===== src/common/sdram_prot_map.svh =====
// Purpose: Register offsets, field positions and reset values of the access checker
// Assumes: APB byte addresses, one 32-bit word per register
// Notes: Included by the checker module only
`ifndef SDRAM_PROT_MAP_SVH
`define SDRAM_PROT_MAP_SVH

// ----------------------------------------
// Register offsets
// ----------------------------------------
`define OFS_RULE_SEL 8'h00
`define OFS_RULE_CTRL 8'h04
`define OFS_RULE_ID 8'h08
`define OFS_RULE_ADDR 8'h0C
`define OFS_PORT_DEFAULT 8'h10
`define OFS_PORT_FORCE 8'h14
`define OFS_STATUS 8'h18

// ----------------------------------------
// Field positions
// ----------------------------------------
`define POS_VALID 0
`define POS_FAIL 1
`define POS_PROT 2
`define POS_PORT_MASK 4
`define POS_UPPER 16
`define POS_FORCE_FAIL 16
`define POS_RES_COUNT 0
`define POS_REJECTS 8

// ----------------------------------------
// Sizes and reset values
// ----------------------------------------
`define RULE_COUNT 20
`define RES_COUNT 16
`define PORT_COUNT 10
`define RST_PORT_DEFAULT 10'h000
`define RST_LFSR 16'hACE1

`endif


===== src/common/sdram_prot_pkg.sv =====
// Purpose: Types shared by the access checker and its bench
// Assumes: Map header gives sizes and offsets
// Notes: Port numbers 0-5 fabric, 6 interconnect read, 7 cpu read, 8 interconnect write,
//        9 cpu write
package sdram_prot_pkg;

    typedef struct packed {
        logic write;
        logic excl;
        logic prot;
        logic [3:0] port;
        logic [11:0] id;
        logic [31:0] addr;
    } req_t;

    typedef struct packed {
        logic valid;
        logic fail;
        logic [1:0] prot;
        logic [9:0] port_mask;
        logic [11:0] id_lower_bound;
        logic [11:0] id_upper_bound;
        logic [11:0] addr_lower;
        logic [11:0] addr_upper;
    } rule_t;

    typedef enum logic [1:0] {
        RESP_OKAY,
        RESP_EXOKAY,
        RESP_EXFAIL,
        RESP_ERROR
    } resp_code_t;

    typedef struct packed {
        logic [3:0] port;
        logic [11:0] id;
        resp_code_t code;
    } resp_t;

endpackage : sdram_prot_pkg


===== src/logic/sdram_access_protection.sv =====
// Purpose: Protection rule check and shared exclusive monitor in front of the scheduler
// Assumes: One request per cycle from the port arbiter, same clock as this block
// Notes: Rule table reached indirectly through the APB select register
`timescale 1ns/10ps
`include "sdram_prot_map.svh"

module sdram_access_protection (
    input wire logic pclk,
    input wire logic presetn,
    input wire logic psel,
    input wire logic penable,
    input wire logic pwrite,
    input wire logic [7:0] paddr,
    input wire logic [31:0] pwdata,
    output logic [31:0] prdata,
    output logic pready,
    output logic pslverr,
    input wire logic req_valid,
    input wire sdram_prot_pkg::req_t req,
    output logic req_ready,
    output logic sched_valid,
    output sdram_prot_pkg::req_t sched_req,
    input wire logic sched_ready,
    output logic resp_valid,
    output sdram_prot_pkg::resp_t resp
);
    import sdram_prot_pkg::*;

    // ----------------------------------------
    // Matching helpers
    // ----------------------------------------
    function automatic logic [9:0] port_bit(input logic [3:0] port);
        logic [9:0] sel;
        sel = 10'h000;
        if (port < 4'hA) begin
            sel[port] = 1'b1;
        end
        return sel;
    endfunction : port_bit

    function automatic logic rule_hit(input rule_t r, input req_t q);
        logic [11:0] blk;
        blk = q.addr[31:20];
        return r.valid
            && ((r.port_mask & port_bit(q.port)) != 10'h000)
            && (q.id >= r.id_lower_bound)
            && (q.id <= r.id_upper_bound)
            && (blk >= r.addr_lower)
            && (blk <= r.addr_upper)
            && (r.prot == {1'b0, q.prot});
    endfunction : rule_hit

    // ----------------------------------------
    // State
    // ----------------------------------------
    rule_t rules [`RULE_COUNT];
    rule_t next_rules [`RULE_COUNT];
    logic [4:0] rule_sel, next_rule_sel;
    logic [9:0] port_default, next_port_default;
    logic [9:0] force_allow, next_force_allow;
    logic [9:0] force_fail, next_force_fail;
    logic [7:0] reject_count, next_reject_count;
    logic res_v [`RES_COUNT];
    logic next_res_v [`RES_COUNT];
    logic [28:0] res_addr [`RES_COUNT];
    logic [28:0] next_res_addr [`RES_COUNT];
    logic [15:0] lfsr, next_lfsr;
    logic [31:0] next_prdata;
    logic next_pslverr;
    logic next_sched_valid, next_resp_valid;
    req_t next_sched_req;
    resp_t next_resp;

    // ----------------------------------------
    // Rule evaluation
    // ----------------------------------------
    logic [`RULE_COUNT-1:0] hit_fail, hit_allow;
    logic [`RES_COUNT-1:0] res_hit;
    genvar gi;
    generate
        for (gi = 0; gi < `RULE_COUNT; gi++) begin : g_rule
            // Every rule is compared in parallel, no priority among them
            assign hit_fail[gi] = rule_hit(rules[gi], req) && rules[gi].fail;
            assign hit_allow[gi] = rule_hit(rules[gi], req) && !rules[gi].fail;
        end
        for (gi = 0; gi < `RES_COUNT; gi++) begin : g_res
            // Reservation granule is one 8-byte beat
            assign res_hit[gi] = res_v[gi] && (res_addr[gi] == req.addr[31:3]);
        end
    endgenerate

    logic [9:0] pbit;
    logic prot_ok, res_any, res_full;
    logic [3:0] free_idx;
    logic [4:0] res_used;
    logic take;
    assign pbit = port_bit(req.port);
    assign res_any = (res_hit != 16'h0000);
    assign take = req_valid && req_ready;
    // Output stage drains only when the scheduler takes the held request
    assign req_ready = !sched_valid || sched_ready;

    always_comb begin
        prot_ok = ((port_default & pbit) != 10'h000) ? (hit_allow != 20'h00000)
                                                     : (hit_fail == 20'h00000);
        if ((force_fail & pbit) != 10'h000) begin
            prot_ok = 1'b0;
        end else if ((force_allow & pbit) != 10'h000) begin
            prot_ok = 1'b1;
        end
        if (pbit == 10'h000) begin
            prot_ok = 1'b0;
        end
        res_full = 1'b1;
        free_idx = 4'h0;
        res_used = 5'h00;
        for (int i = `RES_COUNT - 1; i >= 0; i--) begin
            if (!res_v[i]) begin
                res_full = 1'b0;
                free_idx = 4'(i);
            end
            res_used = res_used + 5'(res_v[i]);
        end
    end

    // ----------------------------------------
    // Request path and exclusive monitor
    // ----------------------------------------
    always_comb begin
        next_res_v = res_v;
        next_res_addr = res_addr;
        next_lfsr = {lfsr[14:0], lfsr[15] ^ lfsr[13] ^ lfsr[12] ^ lfsr[10]};
        next_sched_valid = sched_valid && !sched_ready;
        next_sched_req = sched_req;
        next_resp_valid = 1'b0;
        next_resp = resp;
        next_reject_count = reject_count;
        if (take) begin
            next_resp.port = req.port;
            next_resp.id = req.id;
            if (req.write && req.excl) begin
                // Rule check is skipped: the earlier exclusive read already passed it
                if (res_any) begin
                    next_sched_valid = 1'b1;
                    next_sched_req = req;
                    next_resp.code = RESP_EXOKAY;
                    next_resp_valid = 1'b1;
                end else begin
                    next_resp.code = RESP_EXFAIL;
                    next_resp_valid = 1'b1;
                end
            end else if (!prot_ok) begin
                next_resp.code = RESP_ERROR;
                next_resp_valid = 1'b1;
                next_reject_count = reject_count + 8'h01;
            end else begin
                next_sched_valid = 1'b1;
                next_sched_req = req;
                if (req.excl) begin
                    next_resp.code = RESP_EXOKAY;
                    next_resp_valid = 1'b1;
                end
            end
            // Any write that goes on to memory ends every reservation on its beat
            if (req.write && (req.excl ? res_any : prot_ok)) begin
                for (int i = 0; i < `RES_COUNT; i++) begin
                    if (res_hit[i]) begin
                        next_res_v[i] = 1'b0;
                    end
                end
            end
            if (!req.write && req.excl && prot_ok && !res_any) begin
                // Shared by all ports, so a full table evicts at random
                if (res_full) begin
                    next_res_v[lfsr[3:0]] = 1'b1;
                    next_res_addr[lfsr[3:0]] = req.addr[31:3];
                end else begin
                    next_res_v[free_idx] = 1'b1;
                    next_res_addr[free_idx] = req.addr[31:3];
                end
            end
        end
    end

    always_ff @(posedge pclk or negedge presetn) begin
        if (!presetn) begin
            for (int i = 0; i < `RES_COUNT; i++) begin
                res_v[i] <= 1'b0;
                res_addr[i] <= 29'h00000000;
            end
            lfsr <= `RST_LFSR;
            sched_valid <= 1'b0;
            sched_req <= '0;
            resp_valid <= 1'b0;
            resp <= '0;
            reject_count <= 8'h00;
        end else begin
            res_v <= next_res_v;
            res_addr <= next_res_addr;
            lfsr <= next_lfsr;
            sched_valid <= next_sched_valid;
            sched_req <= next_sched_req;
            resp_valid <= next_resp_valid;
            resp <= next_resp;
            reject_count <= next_reject_count;
        end
    end

    // ----------------------------------------
    // APB register file
    // ----------------------------------------
    logic setup, wr_en, sel_ok;
    rule_t cur;
    assign setup = psel && !penable;
    assign wr_en = psel && penable && pwrite;
    assign sel_ok = (rule_sel < 5'(`RULE_COUNT));
    assign cur = sel_ok ? rules[rule_sel] : '0;
    // Read data and error are sampled in setup, so no wait states are needed
    assign pready = 1'b1;

    always_comb begin
        next_rules = rules;
        next_rule_sel = rule_sel;
        next_port_default = port_default;
        next_force_allow = force_allow;
        next_force_fail = force_fail;
        next_prdata = prdata;
        next_pslverr = pslverr;
        if (setup) begin
            next_pslverr = 1'b0;
            next_prdata = 32'h00000000;
            if (paddr == `OFS_RULE_SEL) begin
                next_prdata = {27'h0000000, rule_sel};
            end else if (paddr == `OFS_RULE_CTRL) begin
                next_prdata = {18'h00000, cur.port_mask, cur.prot, cur.fail, cur.valid};
            end else if (paddr == `OFS_RULE_ID) begin
                next_prdata = {4'h0, cur.id_upper_bound, 4'h0, cur.id_lower_bound};
            end else if (paddr == `OFS_RULE_ADDR) begin
                next_prdata = {4'h0, cur.addr_upper, 4'h0, cur.addr_lower};
            end else if (paddr == `OFS_PORT_DEFAULT) begin
                next_prdata = {22'h000000, port_default};
            end else if (paddr == `OFS_PORT_FORCE) begin
                next_prdata = {6'h00, force_fail, 6'h00, force_allow};
            end else if (paddr == `OFS_STATUS) begin
                next_prdata = {16'h0000, reject_count, 3'h0, res_used};
            end else begin
                next_pslverr = 1'b1;
            end
        end
        if (wr_en) begin
            if (paddr == `OFS_RULE_SEL) begin
                next_rule_sel = pwdata[4:0];
            end else if (paddr == `OFS_RULE_CTRL && sel_ok) begin
                next_rules[rule_sel].valid = pwdata[`POS_VALID];
                next_rules[rule_sel].fail = pwdata[`POS_FAIL];
                next_rules[rule_sel].prot = pwdata[`POS_PROT +: 2];
                next_rules[rule_sel].port_mask = pwdata[`POS_PORT_MASK +: 10];
            end else if (paddr == `OFS_RULE_ID && sel_ok) begin
                next_rules[rule_sel].id_lower_bound = pwdata[11:0];
                next_rules[rule_sel].id_upper_bound = pwdata[`POS_UPPER +: 12];
            end else if (paddr == `OFS_RULE_ADDR && sel_ok) begin
                next_rules[rule_sel].addr_lower = pwdata[11:0];
                next_rules[rule_sel].addr_upper = pwdata[`POS_UPPER +: 12];
            end else if (paddr == `OFS_PORT_DEFAULT) begin
                next_port_default = pwdata[9:0];
            end else if (paddr == `OFS_PORT_FORCE) begin
                next_force_allow = pwdata[9:0];
                next_force_fail = pwdata[`POS_FORCE_FAIL +: 10];
            end
        end
    end

    always_ff @(posedge pclk or negedge presetn) begin
        if (!presetn) begin
            for (int i = 0; i < `RULE_COUNT; i++) begin
                rules[i] <= '0;
            end
            rule_sel <= 5'h00;
            port_default <= `RST_PORT_DEFAULT;
            force_allow <= 10'h000;
            force_fail <= 10'h000;
            prdata <= 32'h00000000;
            pslverr <= 1'b0;
        end else begin
            rules <= next_rules;
            rule_sel <= next_rule_sel;
            port_default <= next_port_default;
            force_allow <= next_force_allow;
            force_fail <= next_force_fail;
            prdata <= next_prdata;
            pslverr <= next_pslverr;
        end
    end

endmodule : sdram_access_protection


===== config.mk =====
export PLATFORM = sky130hd
export DESIGN_NAME = sdram_access_protection
export DESIGN_NICKNAME = d
export VERILOG_FILES = /design/src/common/sdram_prot_pkg.sv /design/src/logic/sdram_access_protection.sv
export VERILOG_INCLUDE_DIRS = /design/src /design/src/common
export SDC_FILE = /design/constraint.sdc
export NUM_CORES = 2
export LEC_CHECK = 0
export BUFFER_PORTS_ARGS = -buffer_cell sky130_fd_sc_hd__buf_2
export CAP_MARGIN = 5
export CORE_MARGIN = 3
export CORE_UTILIZATION = 62
export CTS_BUF_LIST = sky130_fd_sc_hd__clkbuf_4 sky130_fd_sc_hd__clkbuf_8
export DETAILED_ROUTE_END_ITERATION = 6
export PLACE_DENSITY = 0.87
export SLEW_MARGIN = 20
export SYNTH_ARGS = -nofsm -noshare
export SYNTH_HDL_FRONTEND = slang
export SYNTH_SLANG_ARGS = --single-unit

===== constraint.sdc =====
create_clock -name pclk -period 6.7 [get_ports pclk]
set_clock_uncertainty 0.1 [all_clocks]
set_input_delay 1.34 -clock pclk [delete_from_list [all_inputs] [get_ports pclk]]
set_output_delay 1.34 -clock pclk [all_outputs]
set_load 0.1 [all_outputs]

Word level (Yosys, flattened, before mapping)
Cells that the tools add are included.
{ "totals": {"input_bits": 98, "wordCells": 787, "ff_bits": 1883, "out_inout_bits": 106} }
{ "op_classes": {"bitwise_logic": 38, "reduce_logical": 257, "add_sub_neg": 16, "n_eq_ne": 44, "magnitude_cmp": 90, "mux": 131} }
{ "op_table": {"columns": ["cell", "n"], "rows": [
  ["bitwise mux 1240 bit", 8],
  ["2-to-1 mux 1240 bit", 3],
  ["demux 62 bit (select 5 bit)", 8],
  ["bitwise mux 464 bit", 2],
  ["greater-or-equal comparator 12 bit", 40],
  ["less-or-equal comparator 12 bit", 40],
  ["equality test 29 bit", 16],
  ["2-to-1 mux 464 bit", 1],
  ["binary-select mux 62 bit (select 5 bit)", 1],
  ["2-to-1 mux 62 bit", 4],
  ["demux 29 bit (select 4 bit)", 2],
  ["bitwise AND 10 bit", 23],
  ["nonzero test 10 bit", 23],
  ["logical AND 1 bit", 193],
  ["2-to-1 mux 51 bit", 3],
  ["2-to-1 mux 28 bit", 4],
  ["2-to-1 mux 16 bit", 5],
  ["2-to-1 mux 4 bit", 16],
  ["2-to-1 mux 61 bit", 1],
  ["2-to-1 mux 60 bit", 1],
  ["2-to-1 mux 29 bit", 2],
  ["2-to-1 mux 58 bit", 1],
  ["adder 5 x 1 -> 5 bit", 11],
  ["2-to-1 mux 1 bit", 55],
  ["45 further kinds", 113]
]} }

Logic depth before layout (Yosys ltp)
{ "logic_depth": {"ltp_word": 26, "mapped_depth": 20} }

Least setup slack after synthesis
OpenSTA, ideal clock, no wires.
{ "synth_timing": {"path_kind": "input-to-reg", "from": "in req[20] (netlist name)", "to": "reg res_addr[454] (netlist name)", "setup_time_ns": 0.127, "t_required_ns": 6.473, "n_path_buf": 6, "t_arrival_ns": 6.000, "path_stages": 20, "path_slack_ns": 0.472, "cell_sequence": "buf_2 buf_2 buf_2 clkbuf_1 inv_1 ha_1 nand2b_1 a2111oi_0 nor4_1 a2111oi_0 o21ai_0 and4_1 a22oi_1 and3_1 nand4_1 a221o_1 or3_1 buf_4 buf_6 mux2_1"} }
{ "synth_via": {"elab_chain_len": 13, "elab_cells_between_ends": 183} }
{ "synth_lines": {"columns": ["item", "line_no", "text"], "rows": [
  ["start, declared", "sdram_access_protection.sv:19", "input wire sdram_prot_pkg::req_t req,"],
  ["greater-or-equal comparator 12 bit", "sdram_access_protection.sv:48", "&& (blk >= r.addr_lower)"],
  ["logical AND 1 bit", "sdram_access_protection.sv:48", null],
  ["logical AND 1 bit", "sdram_access_protection.sv:49", "&& (blk <= r.addr_upper)"],
  ["logical AND 1 bit", "sdram_access_protection.sv:50", "&& (r.prot == {1'b0, q.prot});"],
  ["logical AND 1 bit, on equally long branches", "sdram_access_protection.sv:83, sdram_access_protection.sv:84", null],
  ["zero test 20 bit or nonzero test 20 bit (tied branches)", "sdram_access_protection.sv:105, sdram_access_protection.sv:104", null],
  ["2-to-1 mux 1 bit", "sdram_access_protection.sv:104", "prot_ok = ((port_default & pbit) != 10'h000) ? (hit_allow != 20'h00000)"],
  ["2-to-1 mux 1 bit", "sdram_access_protection.sv:108", "end else if ((force_allow & pbit) != 10'h000) begin"],
  ["2-to-1 mux 1 bit", "sdram_access_protection.sv:106", "if ((force_fail & pbit) != 10'h000) begin"],
  ["2-to-1 mux 1 bit", "sdram_access_protection.sv:111", "if (pbit == 10'h000) begin"],
  ["logical AND 1 bit", "sdram_access_protection.sv:172", "if (!req.write && req.excl && prot_ok && !res_any) begin"],
  ["logical AND 1 bit (*)", "sdram_access_protection.sv:172", null],
  ["AND reduction 2 bit (no source line) (*)", null, null],
  ["end signal, assigned", "sdram_access_protection.sv:199", "res_addr <= next_res_addr;"],
  ["end, declared", "sdram_access_protection.sv:65", "logic [28:0] res_addr [`RES_COUNT];"]
]} }
Mark *: on every way between the ends. The rest lies on a longest branch, timed or not.
A chain may end at the register's enable or synchronous reset.

Worst setup path in the final report
{ "layout_timing": {"from": "in req[32] (netlist name)", "to": "reg res_addr[216] (netlist name)"} }
{ "layout_via": {"elab_chain_len": 15, "elab_cells_between_ends": 189} }
{ "layout_lines": {"columns": ["item", "line_no", "text"], "rows": [
  ["greater-or-equal comparator 12 bit", "sdram_access_protection.sv:46", "&& (q.id >= r.id_lower_bound)"],
  ["logical AND 1 bit", "sdram_access_protection.sv:46", null],
  ["logical AND 1 bit", "sdram_access_protection.sv:47", "&& (q.id <= r.id_upper_bound)"],
  ["logical AND 1 bit", "sdram_access_protection.sv:48", null],
  ["logical AND 1 bit", "sdram_access_protection.sv:49", null],
  ["logical AND 1 bit", "sdram_access_protection.sv:50", null],
  ["logical AND 1 bit, on equally long branches", "sdram_access_protection.sv:83, sdram_access_protection.sv:84", null],
  ["zero test 20 bit or nonzero test 20 bit (tied branches)", "sdram_access_protection.sv:105, sdram_access_protection.sv:104", null],
  ["2-to-1 mux 1 bit (*)", "sdram_access_protection.sv:104", null],
  ["2-to-1 mux 1 bit (*)", "sdram_access_protection.sv:108", null],
  ["2-to-1 mux 1 bit (*)", "sdram_access_protection.sv:106", null],
  ["2-to-1 mux 1 bit (*)", "sdram_access_protection.sv:111", null],
  ["logical AND 1 bit (*) (2 in a row)", "sdram_access_protection.sv:172", null],
  ["AND reduction 2 bit (no source line) (*)", null, null]
]} }
Marks and branches as above.

==> results.yml <==
run_status:
  status: "finished clean"
cts:
  clock-sinks: 1879
  cts_max_path_buffers: 4
  cts_hold_buf: 0
  clk_latency_ns: 1.11
  cts-root-buf: "clkbuf_8"
  cts_resized: 0
  post_cts_buffers: 0
  clkTransAtPathRegs_ns: 0.06
  cts_buffers: 332
  cts-htree-levels: 5
  cts_tree: "done"
yosys:
  synthCells: 10030
  synth_area_um2: 111400
  avgSynthCellArea_um2: 11.12
  synthXorXnorAreaFrac_pct: 3.899
  synth_simple_gate_area_share_pct: 7.513
  synth_compound_area_share_pct: 8.572
  yosysUniqueCellTypes: 88
  synth_top_area_cell: "dfrtp_1"
  yosys.area_share.adder_pct: 11.06
  ys_ff_latch: 1879
  synth_top_family_by_area: "multiplexers"
  ys_top_cells_by_area: "dfrtp_1, ha_1, mux2_2"
  synth_ff_type: "dfrtp_1"
  synth_seq_area_share_pct: 42.21
  async_flop_share_pct: 100.0
  muxShareOfSynthArea_pct: 21.22
  yosys_warnings: 0
  synth_edf_count: 0
  synth_top_cell_area_share_pct: 42.02
setup_path:
  slowest_delay_ns: 0.94
  worstPathArrival_ns: 6.71
  cp.required_ns: 7.56
  cp_slowest_cell: "nor4bb_1"
  criticalPathCategory: "input port to flop"
  start_kind: "input port"
  end_kind: "flop"
  crit_family: "buffers and inverters"
  critPathMaxFanout: 29
  path_cells: "buf_2 -> inv_2 -> buf_4 -> buf_4 -> buf_4 -> ha_1 -> inv_1 -> nor4_1 -> o21ai_0 -> nor4bb_1 -> nand3_1 -> o221ai_1 -> nor4_2 -> a221oi_4 -> buf_12 -> buf_4 -> nand3_1 -> buf_12 -> mux2_1"
  cp_num_buf_inv: 9
  path_common_cell: "buf_4"
routing:
  vias: 87420
  wl_met2_um: 160800
  wl_per_cell_um: 28.40
  ant_nets: 0
  drt_iter0_markers: 10220
  wl_met3_um: 42040
  drt-pass1-iter-count: 6
  wl_um: 365600
  viasPerCell: 6.790
  top_layer: "met5"
  met1_length_um: 127200
  drc: 0
final_layout:
  fillers: 11660
  mostFrequentLayoutCell: "dfrtp_1"
  multi_input_area_um2: 58400
  finalNonFillerCells: 12870
  drive_above_1_share_pct: 23.62
  final_nets: 11370
  final_cell_mix: "dfrtp_1, ha_1, inv_1"
  seqCellArea_um2: 47050
  finish.utilization_pct: 69.49
  syn2layout_area_growth_pct: 10.67
power_and_ir_drop:
  p_per_area_nw_per_um2: 223.5
  max-vdd-ir-drop_mv: 0.2232
  power.leakage_nw: 59.60
grt:
  antenna_found_initial: 36
  gr-total-overflow: 0
  grt_usage_pct: 39.17
  first_global_vias: 90980
  grt_pass1_wl_um: 550100
  grt_max_degree: 181
placed_design:
  portBuffers: 192
  place_hpwl_um: 245300
  dpl.cell_count: 12300
  gp_congestion: 0.9922
sta:
  maxSlewHeadroom_pct: 15.53
  tightest_slew_ns: 1.255
  rsz0062_at_grt: "false"
  whs_ns: 0.1497
  finalCritPeriodShare_pct: 87.29
  fmax_mhz: 171.0
  hold_violations: 0
  drv_slew: 0
  period_needed_ns: 5.848
  finalSetupViolations: 0
floorplanning:
  std_cell_rows: 154
  dieArea_um2: 184800
  die_x_um: 429.9
  start_util_pct: 62.79
  core_um2: 177500
  io_pins: 204
  fp.dieH_um: 429.9
job:
  maxCapViolations: 0
min_path:
  hp-class: "input port to async pin"
## through the flow
step	area, µm²	TNS [ns]	setup slack [ns]	total power, W
floorplan	111400	0	0.4724	0.01490
global placement	116400	-44.73	-0.1714	0.01609
CTS	123300	0	1.157	0.02751
global route	123300	0	0.7187	0.02833
detailed placement	116400	0	0.01531	0.01633
finish	123300	0	0.8517	0.02756
## cell type report
class / count / area share (%)
Clock inverter: 43 / 0.3003
Sequential cell: 1879 / 38.15
Clock buffer: 513 / 5.249
Timing Repair Buffer: 563 / 3.638
Multi-Input combinational cell: 6567 / 47.36
Antenna cell: 16 / 0.03247
Tap cell: 2340 / 2.374
Inverter: 953 / 2.901
## synth_stat cells (57+ instances only)
master	n
a211oi_1	91
xnor2_1	185
nand4_1	216
a21o_1	114
a22oi_1	57
buf_2	120
nor2b_1	62
nand2_1	819
xor2_1	311
nand3_1	140
nor4_1	111
inv_1	953
mux4_2	368
a21oi_1	357
ha_1	969
o21ai_0	688
nor2_1	160
nor3_1	75
mux2_2	933
dfrtp_1	1871
buf_1	78
clkbuf_1	415
mux2_1	383
## power by group
group	internal, W	switching [W]	total (W)
logic	0.00125	0.00271	0.00396
registers	0.0119	0.000456	0.0124
clock network	0.00630	0.00493	0.0112
## logic make-up after synthesis
| group | after synthesis |
|---|---|
| DFF | 1879 |
| and+or+nand+nor | 1751 |
| muxes | 1738 |
| AOI/OAI and AO/OA | 1598 |
| buffers and inverters | 1582 |
| adders and majority gates | 979 |
| xor gates and xnor gates | 496 |
| other | 2 |
## routing by layer
| layer | vias to the layer above | GRT usage, % |
|---|---|---|
| met5 | - | 0 |
| met4 | 30 | 32.91 |
| met3 | 1839 | 11.52 |
| met2 | 5852 | 59.02 |
| met1 | 43420 | 46.38 |
| li1 | 36270 | - |
## final timing paths
kind | from | to | slack [ns] | depth (start not counted)
setup / recovery | req[32] | res_addr[216] | 0.85 | 19
hold / removal | presetn | rules[1118] | 0.15 | 1
setup reg to reg | rules[594] | res_addr[216] | 1.50 | 18
hold reg to reg | lfsr[8] | lfsr[9] | 0.25 | 0
max in group asynchronous | presetn | sched_req[1] | 4.66 | 3
min in group pclk | lfsr[8] | lfsr[9] | 0.25 | 0
## state kept, by name, summed over array words and instances (netlist names)
name	cells
rules	1240
res_addr	464
sched_req	51
prdata	28
resp	18
lfsr	16
res_v	16
force_allow	10
force_fail	10
port_default	10
reject_count	8
rule_sel	5
pslverr	1
resp_valid	1
sched_valid	1
## worst register-to-register path, delay by kind of cell (launching register included)
family / cells / cell delay (ns)
AO/OA/AOI/OAI: 5 / 1.88
AND/OR/NAND/NOR: 6 / 1.20
buffers and inverters: 5 / 0.93
flip-flops: 1 / 0.40
multiplexers: 1 / 0.38
adder cells (fa/ha/maj): 1 / 0.27
Power figures use the tool's default switching activity.
